$ cat src/hdl/fault_ctrl_pkg.sv
/*
 * Constants for the transceiver fault and supervision logic: timer lengths,
 * reset levels of the outputs.
 * Assumes a 50 MHz system clock; the timer counts are derived from that rate.
 */
package fault_ctrl_pkg;

    // ==========================================================
    // Clock and timing
    // ==========================================================
    localparam int CLK_HZ = 50_000_000;
    localparam int DTO_US = 1200;                      // Least dominant timeout, us
    localparam int DTO_CYCLES = DTO_US * (CLK_HZ / 1_000_000);
    localparam int SWE_US = 1000;                      // Standby error timeout, plain default
    localparam int SWE_CYCLES = SWE_US * (CLK_HZ / 1_000_000);
    localparam int CNT_W = 24;

    // ==========================================================
    // Reset values
    // ==========================================================
    localparam logic TXD_RST = 1'b1;                   // Recessive
    localparam logic SLP_RST = 1'b0;                   // Sleep request asserted
    localparam logic STATUS_RST = 1'b0;
    localparam logic RXD_RST = 1'b1;
    // Synchroniser idle: txd high, driven, sleep low, driven, bus recessive, cool, no supply fault
    localparam logic [7:0] SYNC_RST = 8'hda;

    typedef enum logic [1:0] {
        MODE_SLEEP,
        MODE_STANDBY,
        MODE_NORMAL,
        MODE_FAILSAFE
    } mode_t;

endpackage

$ cat src/hdl/can_fault_control.sv
/*
 * Fault handling and mode supervision of a CAN FD transceiver: dominant
 * timeout, thermal and supply fail-safe, floating-pin defaults, standby
 * error timer.
 * Assumes pins arrive asynchronous and analog detectors deliver digital flags.
 * Every pin passes two flip-flops, so pin effects reach the internal state
 * three edges late and most outputs four edges late; bus_tx_dominant and rxd_out follow txd and bus three edges late.
 * The two timers are plain cycle counts of the system clock; the caller
 * scales them to the wanted times through the parameters.
 * Wake patterns, the inhibit output and short-circuit limiting are not
 * modelled: sleep is left only when the sleep control pin goes high or a fault forces fail-safe.
 * Driven flags stand in for the pin pull-up and pull-down: a low flag
 * means the pin floats and its safe default is used instead.
 */
// Behaviour
// - Dominant timeout supervision runs only while the bus driver is active.
// - Each falling edge of transmit data starts the timeout measurement.
// - No rising edge before timeout: disable driver, bus goes recessive.
// - A later rising transmit edge clears the timeout fault and re-enables sending.
// - During a timeout fault the receiver keeps working and receive follows bus.
// - Status output held low while a dominant timeout fault is active.
// - Over-temperature trip enters fail-safe, disabling transmitter and receiver.
// - Thermal fault clears only below release threshold; re-enters on rising again.
// - Undervoltage on any monitored supply enters fail-safe mode.
// - Overvoltage on any monitored supply enters fail-safe mode.
// - Undriven transmit input reads high, recessive.
// - Undriven sleep control input reads low, forcing sleep.
// - Standby error timer starts on entering standby, counts only in standby.
// - Leaving standby before expiry stops the standby error timer.
// - Timer expiry in standby drives receive output low as interrupt.
// - After expiry and interrupt, move from standby into sleep.
// - Status high only in normal mode without timeout fault, else low.
// - Status forced low whenever thermal shutdown is present.
`timescale 1ns/1ps

module can_fault_control
    import fault_ctrl_pkg::*;
#(
    parameter int DTO_COUNT = DTO_CYCLES,
    parameter int SWE_COUNT = SWE_CYCLES
) (
    input wire logic clk_sys,
    input wire logic rst_n,
    input wire logic txd_in,
    input wire logic txd_driven,
    input wire logic sleep_request_low,
    input wire logic sleep_driven,
    input wire logic bus_rx_in,
    input wire logic thermal_trip_threshold,
    input wire logic thermal_release_threshold,
    input wire logic supply_under,
    input wire logic supply_over,
    output logic driver_en,
    output logic bus_tx_dominant,
    output logic receiver_en,
    output logic rxd_out,
    output logic transceiver_status_out,
    output logic dominant_timeout_fault,
    output logic thermal_shutdown_fault,
    output fault_ctrl_pkg::mode_t mode_out
);
    import fault_ctrl_pkg::*;

    // ==========================================================
    // Input synchronisers
    // ==========================================================
    logic [7:0] s1_q;
    logic [7:0] s2_q;
    logic [7:0] raw;

    assign raw = {txd_in, txd_driven, sleep_request_low, sleep_driven, bus_rx_in,
                  thermal_trip_threshold, thermal_release_threshold, supply_under | supply_over};

    // First stage catches the pins; metastability settles here
    always_ff @(posedge clk_sys or negedge rst_n) begin
        if (!rst_n)
            s1_q <= SYNC_RST;
        else
            s1_q <= raw;
    end

    // Second stage; only this one is read by logic
    always_ff @(posedge clk_sys or negedge rst_n) begin
        if (!rst_n)
            s2_q <= SYNC_RST;
        else
            s2_q <= s1_q;
    end

    logic txd_raw, txd_drv, slp_raw, slp_drv, bus_rx, t_hot, t_cool, supply_bad;
    assign {txd_raw, txd_drv, slp_raw, slp_drv, bus_rx, t_hot, t_cool, supply_bad} = s2_q;

    // ==========================================================
    // Floating-pin defaults
    // ==========================================================
    logic txd_s;
    logic slp_s;
    assign txd_s = txd_drv ? txd_raw : TXD_RST;
    assign slp_s = slp_drv ? slp_raw : SLP_RST;

    // ==========================================================
    // Thermal fault with hysteresis
    // ==========================================================
    logic tsd_q;
    logic tsd_d;
    // Set wins: trip held while between thresholds
    assign tsd_d = t_hot ? 1'b1 : (t_cool ? 1'b0 : tsd_q);

    always_ff @(posedge clk_sys or negedge rst_n) begin
        if (!rst_n)
            tsd_q <= 1'b0;
        else
            tsd_q <= tsd_d;
    end

    // ==========================================================
    // Mode control
    // ==========================================================
    mode_t mode_q;
    mode_t mode_d;
    logic swe_expire;
    logic fail_any;
    assign fail_any = tsd_q | supply_bad;

    always_comb begin
        mode_d = mode_q;
        case (mode_q)
            // Exit only once every fault flag is gone
            MODE_FAILSAFE: begin
                if (!fail_any)
                    mode_d = slp_s ? MODE_NORMAL : MODE_STANDBY;
            end
            // Low sleep control parks the transceiver
            MODE_NORMAL: begin
                if (!slp_s)
                    mode_d = MODE_STANDBY;
            end
            // Host wake beats timer expiry in the same cycle
            MODE_STANDBY: begin
                if (slp_s)
                    mode_d = MODE_NORMAL;
                else if (swe_expire)
                    mode_d = MODE_SLEEP;
            end
            // No wake patterns here, so only the pin wakes us
            MODE_SLEEP: begin
                if (slp_s)
                    mode_d = MODE_NORMAL;
            end
            default: mode_d = MODE_FAILSAFE;
        endcase
        if (fail_any)
            mode_d = MODE_FAILSAFE;
    end

    always_ff @(posedge clk_sys or negedge rst_n) begin
        if (!rst_n)
            mode_q <= MODE_STANDBY;
        else
            mode_q <= mode_d;
    end

    // ==========================================================
    // Standby error timer
    // ==========================================================
    logic [CNT_W-1:0] swe_q;
    logic swe_int_q;
    // Counts only in standby; any other mode clears it
    assign swe_expire = (mode_q == MODE_STANDBY) && (swe_q == CNT_W'(SWE_COUNT - 1));

    always_ff @(posedge clk_sys or negedge rst_n) begin
        if (!rst_n)
            swe_q <= '0;
        else if (mode_q != MODE_STANDBY || mode_d != MODE_STANDBY)
            swe_q <= '0;
        else
            swe_q <= swe_q + CNT_W'(1);
    end

    // Interrupt latches low until sleep is left for normal or fail-safe
    always_ff @(posedge clk_sys or negedge rst_n) begin
        if (!rst_n)
            swe_int_q <= 1'b0;
        else if (swe_expire)
            swe_int_q <= 1'b1;
        else if (mode_q == MODE_NORMAL || mode_q == MODE_FAILSAFE)
            swe_int_q <= 1'b0;
    end

    // ==========================================================
    // Dominant timeout
    // ==========================================================
    logic txd_prev_q;
    logic [CNT_W-1:0] dto_q;
    logic dto_run_q;
    logic dto_q_f;
    logic drv_active;
    logic fall;
    logic rise;
    logic dto_hit;

    // Terminal count; counter, fault flag and driver enable all watch it
    function automatic logic dto_run_q_hit(input logic run, input logic [CNT_W-1:0] c);
        dto_run_q_hit = run && (c == CNT_W'(DTO_COUNT - 1));
    endfunction

    // Edges come after the pin defaults, so a floating pin never starts a run
    assign drv_active = (mode_q == MODE_NORMAL);
    assign fall = txd_prev_q & ~txd_s;
    assign rise = ~txd_prev_q & txd_s;
    assign dto_hit = dto_run_q_hit(dto_run_q, dto_q);

    // Previous level resets recessive, so no false edge follows reset
    always_ff @(posedge clk_sys or negedge rst_n) begin
        if (!rst_n)
            txd_prev_q <= TXD_RST;
        else
            txd_prev_q <= txd_s;
    end

    // Run flag: armed by a fall, dropped by a rise or by leaving normal
    always_ff @(posedge clk_sys or negedge rst_n) begin
        if (!rst_n)
            dto_run_q <= 1'b0;
        else if (!drv_active || rise)
            dto_run_q <= 1'b0;
        else if (fall)
            dto_run_q <= 1'b1;
    end

    // Counter parks at the terminal count so the fault cannot wrap away
    always_ff @(posedge clk_sys or negedge rst_n) begin
        if (!rst_n)
            dto_q <= '0;
        else if (!drv_active || rise || fall)
            dto_q <= '0;
        else if (dto_run_q && !dto_hit)
            dto_q <= dto_q + CNT_W'(1);
    end

    // Fault stays until a rising edge or leaving normal; a new fall cannot coexist with it
    always_ff @(posedge clk_sys or negedge rst_n) begin
        if (!rst_n)
            dto_q_f <= 1'b0;
        else if (rise || !drv_active)
            dto_q_f <= 1'b0;
        else if (dto_hit)
            dto_q_f <= 1'b1;
    end

    // ==========================================================
    // Registered outputs
    // ==========================================================
    logic drv_en_d;
    logic rx_en_d;
    logic rxd_d;
    logic status_d;

    // Driver drops on the terminal count itself, on the same edge the flag sets, one edge ahead of dominant_timeout_fault
    assign drv_en_d = drv_active && !dto_q_f && !dto_hit;
    assign rx_en_d = (mode_q == MODE_NORMAL);
    assign rxd_d = swe_int_q ? 1'b0 : (rx_en_d ? bus_rx : RXD_RST);
    assign status_d = drv_active && !dto_q_f && !tsd_q;

    // Bus driver enable
    always_ff @(posedge clk_sys or negedge rst_n) begin
        if (!rst_n)
            driver_en <= 1'b0;
        else
            driver_en <= drv_en_d;
    end

    // Dominant only while enabled, so a timeout leaves the bus recessive
    always_ff @(posedge clk_sys or negedge rst_n) begin
        if (!rst_n)
            bus_tx_dominant <= 1'b0;
        else
            bus_tx_dominant <= drv_en_d & ~txd_s;
    end

    // Receiver enable
    always_ff @(posedge clk_sys or negedge rst_n) begin
        if (!rst_n)
            receiver_en <= 1'b0;
        else
            receiver_en <= rx_en_d;
    end

    // Receive data; the standby interrupt overrides the bus level
    always_ff @(posedge clk_sys or negedge rst_n) begin
        if (!rst_n)
            rxd_out <= RXD_RST;
        else
            rxd_out <= rxd_d;
    end

    // Status pin
    always_ff @(posedge clk_sys or negedge rst_n) begin
        if (!rst_n)
            transceiver_status_out <= STATUS_RST;
        else
            transceiver_status_out <= status_d;
    end

    // Timeout fault, one edge behind the internal flag
    always_ff @(posedge clk_sys or negedge rst_n) begin
        if (!rst_n)
            dominant_timeout_fault <= 1'b0;
        else
            dominant_timeout_fault <= dto_q_f;
    end

    // Thermal fault, one edge behind the internal flag
    always_ff @(posedge clk_sys or negedge rst_n) begin
        if (!rst_n)
            thermal_shutdown_fault <= 1'b0;
        else
            thermal_shutdown_fault <= tsd_q;
    end

    // Mode, one edge behind the state register
    always_ff @(posedge clk_sys or negedge rst_n) begin
        if (!rst_n)
            mode_out <= MODE_STANDBY;
        else
            mode_out <= mode_q;
    end

endmodule

$ cat config.mk
export PLATFORM = sky130hd
export DESIGN_NAME = can_fault_control
export DESIGN_NICKNAME = d
export VERILOG_FILES = /design/src/hdl/fault_ctrl_pkg.sv /design/src/hdl/can_fault_control.sv
export SDC_FILE = /design/constraint.sdc
export NUM_CORES = 1
export LEC_CHECK = 0
export ABC_AREA = 1
export BUFFER_PORTS_ARGS = -buffer_cell sky130_fd_sc_hd__buf_2
export CELL_PAD_IN_SITES_DETAIL_PLACEMENT = 1
export CELL_PAD_IN_SITES_GLOBAL_PLACEMENT = 2
export CORE_UTILIZATION = 25
export DETAILED_ROUTE_END_ITERATION = 8
export GPL_TIMING_DRIVEN = 1
export PLACE_DENSITY = 0.6
export SETUP_SLACK_MARGIN = 0.05
export SLEW_MARGIN = 20
export SYNTH_ARGS = -nofsm -noshare
export SYNTH_HDL_FRONTEND = slang
export SYNTH_SLANG_ARGS = --single-unit
$ cat constraint.sdc
create_clock -name clk_sys -period 2.15 [get_ports clk_sys]
set_clock_uncertainty 0.1 [all_clocks]
set_input_delay 0.5375 -clock clk_sys [delete_from_list [all_inputs] [get_ports clk_sys]]
set_output_delay 0.5375 -clock clk_sys [all_outputs]
set_load 0.03 [all_outputs]
**Word-level counts from Yosys, hierarchy flattened**

Cells that the tools add are included.

- Bits in registers: 80
- Memory bits (read-only): 0
- Bits in latches: 0
- Input port bits: 11
- Bits in writable memories: 0
- Memories kept: 0
- Output and inout bits: 9
- Word-level logic and storage cells: 76

- Magnitude comparators: 0
- Reductions and logical operators: 20
- Mux-type cells: 22
- Equality and inequality tests: 7
- Multiply operators: 0
- Add/sub/neg operators: 2
- Div/mod/pow operators: 0
- Shift-type cells: 0
- Bitwise logic cells: 7

Operator list:

| kind | number |
|---|---|
| two-way mux 24 bit | 3 |
| adder 24 x 1 -> 24 bit, second input constant | 2 |
| equality test 24 x 16 -> 1 bit, second input constant | 2 |
| two-way mux 1 bit | 12 |
| two-way mux 2 bit | 6 |
| nonzero test 2 bit | 5 |
| one-hot mux 2 bit (4 select lines) | 1 |
| logical AND 1 bit | 6 |
| equality test 2 bit, second input constant | 2 |
| zero test 1 bit | 4 |
| logical OR 1 bit | 4 |
| != test 2 x 1 -> 1 bit, second input constant | 2 |
| bitwise AND 1 bit | 3 |
| equality test 2 x 1 -> 1 bit, second input constant | 1 |
| zero test 2 bit | 1 |
| NOT 1 bit | 2 |
| OR 1 bit | 2 |

**Longest topological paths before layout**

- Word-level depth: 9
- Gate-level depth with buffers: 11
- Mapped depth without buffers: 10

**Worst setup path after synthesis**

Ideal clock, no wire load.

- Kind: register to register
- From: reg swe_q[0]
- To: reg swe_q[7]
- Clock period less this slack: 1.664 ns
- Arrival time: 1.439 ns
- Library setup time: 0.125 ns
- Buffers on the path: 1
- Cell stages (with the launch flop): 10
- Data required time: 1.925 ns
- Path slack: 0.486 ns
- Cell sequence: dfrtp_1 -> ha_1 -> nand2_1 -> nor2_4 -> inv_2 -> nor2_1 -> nand3_1 -> nand3_2 -> buf_6 -> nor3_1

- Cells in the longest elaborated chain, start to end: 9
- Elaborated cells between the ends (all ways): 10
- Classes of those cells: add/sub: 1; eq/ne: 2; mux: 5; reduce/logical: 2

Ends and longest elaborated chain:

| element | RTL line | source |
|---|---|---|
| from (decl) | can_fault_control.sv:166 | `logic [CNT_W-1:0] swe_q;` |
| from (signal assigned) | can_fault_control.sv:177 | `swe_q <= swe_q + CNT_W'(1);` |
| equality test 24 x 16 -> 1 bit | can_fault_control.sv:169 | `assign swe_expire = (mode_q == MODE_STANDBY) && (swe_q == CNT_W'(SWE_COUNT - 1));` |
| logical AND 1 bit | can_fault_control.sv:169 |  |
| two-way mux 2 bit | can_fault_control.sv:142 | `else if (swe_expire)` |
| two-way mux 2 bit | can_fault_control.sv:140 | `if (slp_s)` |
| one-hot mux 2 bit (4 select lines) | can_fault_control.sv:127 | `case (mode_q)` |
| two-way mux 2 bit | can_fault_control.sv:152 | `if (fail_any)` |
| != test 2 x 1 -> 1 bit | can_fault_control.sv:174 | `else if (mode_q != MODE_STANDBY \|\| mode_d != MODE_STANDBY)` |
| logical OR 1 bit | can_fault_control.sv:174 |  |
| two-way mux 24 bit * | can_fault_control.sv:174 |  |

Every way passes the cells marked *; elsewhere a longest branch is shown, timed or not.
A chain may end at the register's enable or synchronous reset.

**Worst setup path in the final report**

- From: reg swe_q[0]
- To: reg swe_q[15]

The elaborated chain is that of the path after synthesis.

==> flow_metrics.tcl <==
set metrics [dict create \
    timing.setup.tns_ps 0 \
    slew_headroom 0.6507 \
    critPathBufInv 2 \
    placed_area_um2 4481 \
    portBuffers 19 \
    drv_slew 0 \
    path_clk_slew_ps 70 \
    min_path_type "input pin to asynchronous set/reset pin" \
    coreArea_um2 15890 \
    viasPerCell 4.438 \
    reg2reg_setup_slack_ps 290 \
    seq_area_um2 2021 \
    seq_area_frac_synth 0.4974 \
    ys_ff_latch 80 \
    design_area_um2 4828 \
    antenna_found_initial 0 \
    dp_cells 776 \
    rr_worst_depth 9 \
    ios 20 \
    wl_per_cell_um 14.88 \
    row_count 46 \
    ys.warnings.count 0 \
    drv_cap 0 \
    root_buffer "clkbuf_16" \
    syn2layout_area_growth_pct 18.92 \
    grt_max_degree 38 \
    min_period_ps 1862 \
    top_layer_used "met4" \
    die_area_um2 16750 \
    wl_met1_mm 5.174 \
    cts_sinks 80 \
    worst_ep_required_time_ps 2280 \
    drc_errors 0 \
    critPathCaptureType "register" \
    worstPathCellList "ha_2 -> nand2_1 -> nor2_4 -> inv_2 -> nor2_2 -> nand3_1 -> nand3_2 -> buf_12 -> nor2_1" \
    cts_tree "built" \
    slowest_stage "dfrtp_2" \
    multi_input_area_um2 1772 \
    setup_viol 0 \
    rr_endpoint "swe_q[15]" \
    synth_cell_types 25 \
    synth_nets 551 \
    clk_path_buf_depth 2 \
    fp.dieW_um 129.4 \
    powerDensity_nw_per_um2 699.2 \
    grt-ovfl-total 0 \
    synth_area_um2 4060 \
    syn-instance-count 538 \
    start_util 0.2556 \
    period_share 0.8661 \
    fmax_mhz 537.0 \
    cts.htree.levels 3 \
    nets 584 \
    wl_met3_um 134 \
    cts_buffers 9 \
    grt_pass1_vias 3704 \
    drive_gt1_frac 0.1215 \
    clk-insertion-delay-late_ps 340 \
    postCtsSetupBuffers 0 \
    critPathKind "register to register" \
    vdd_ir_drop_max_mv 0.3327 \
    fp.dieH_um 129.4 \
    routed_wl_mm 11.78 \
    cpPeakStageDelay_ps 420 \
    worst_slew_pin_slew_ps 523.9 \
    r2r-start "swe_q[0]" \
    wl_met2_mm 6.297 \
    antenna_cells 0 \
    outcome "complete, no violations" \
    path_delay_family "simple AND/OR/NAND/NOR gates" \
    drt_iter0_markers 90 \
    dr.pass1.iters 4 \
    grt_usage 0.1550 \
    p_leak_uw 0.002077 \
    antenna_left 0 \
    arrival_ps 1990 \
    hpwlAfterDp_mm 8.829 \
    path_max_fanout 24 \
    syn_area_per_cell_um2 7.547 \
    stdcell_count 792 \
    grt_first_pass_wirelength_mm 19.47 \
    place.gp.congestion 0.7628 \
    grt_setup_unrepaired "false" \
    nFillCells 2001 \
    critPathLaunchType "register" \
    vias 3515 \
    hold_violations 0 \
]
## timing repair
item,4_1_cts,5_1_grt
hold buffers,0,0
endpoints found under the hold margin,0,0
setup endpoints to repair,0,46
gates resized for setup,0,5
## how the worst max path moves through the flow
stage	endpoint	slack, ps	startpoint	cells after the start
after detailed placement	swe_q[15]	110	swe_q[0]	9
after CTS	swe_q[15]	100	swe_q[0]	9
after floorplan	swe_q[7]	490	swe_q[0]	9
after global placement	swe_q[3]	150	swe_q[0]	9
final	swe_q[15]	290	swe_q[0]	9
after global routing	dto_q[1]	70	dto_q[0]	9
## registers in the layout (all words and copies together), names as in the netlist, 2 cells and up
| name | cells |
|---|---|
| dto_q | 24 |
| mode_q | 2 |
| s1_q | 8 |
| s2_q | 8 |
| swe_q | 24 |
| mode_out | 2 |
## cells in the final DEF, fill, tap and decap left out, types with 14 or more instances in the layout
cell | synthesis | routed
buf_2 | 3 | 18
dfrtp_1 | 66 | 65
dfstp_2 | 14 | 14
inv_1 | 55 | 55
nand2_1 | 182 | 182
nand3_1 | 34 | 34
nand4_1 | 18 | 18
nor2_1 | 102 | 101
nor3_1 | 17 | 17
xor2_1 | 16 | 16
## routing by layer
layer / vias up / GRT usage
met5: - / 0
met4: 0 / 0.05882
li1: 1739 / -
met3: 9 / 0.02601
met1: 1751 / 0.1825
met2: 16 / 0.2812
## power breakdown
part / switching [µW] / total, µW / internal, µW
clock network: 712 / 1760 / 1040
registers: 7.38 / 1540 / 1530
logic: 55.5 / 78.0 / 22.5
## cells in the mapped netlist (all sizes together)
master | number | area share
o21bai | 4 | 0.0074
nand4 | 18 | 0.028
xnor2 | 3 | 0.0065
nor2 | 106 | 0.10
a21oi | 4 | 0.0049
dfstp | 14 | 0.091
nor2b | 1 | 0.0015
inv | 57 | 0.053
dfrtp | 66 | 0.41
nand2 | 182 | 0.17
or2 | 1 | 0.0015
nor3 | 17 | 0.021
ha | 2 | 0.0062
xor2 | 16 | 0.035
o21ai | 3 | 0.0037
nor3b | 1 | 0.0018
buf | 7 | 0.015
and2 | 1 | 0.0015
nand3 | 35 | 0.044
## layout make-up
type                       count  share of cell area
sequential                    80              0.4185
inverter                      57             0.04483
tap                          216             0.05597
multi-input combinational    394              0.3669
clock buffer                   9             0.04664
clock inverter                 7             0.02358
timing repair buffer          29             0.04353
## cells by family after synthesis
family | after synthesis | synth area share
flip-flops | 80 | 0.4974
AO/OA/AOI/OAI | 11 | 0.01602
AND/OR/NAND/NOR | 362 | 0.3720
XOR/XNOR | 19 | 0.04099
buffers and inverters | 64 | 0.06749
adder cells (fa/ha/maj) | 2 | 0.006162
## metrics by stage
step	hold WS, ps	utilization	total power [µW]	worst slack [ps]
4_1_cts	87.89	0.3034	3463	99.83
3_5_place_dp	236.3	0.2821	1653	107.7
3_3_place_gp	233.2	0.2821	1650	146.1
2_1_floorplan	141.9	-	1588	486.0
6_report	71.56	0.3040	3376	288.0
5_1_grt	94.27	0.3040	3529	70.25
No activity file was read; power rests on OpenSTA's default activity.
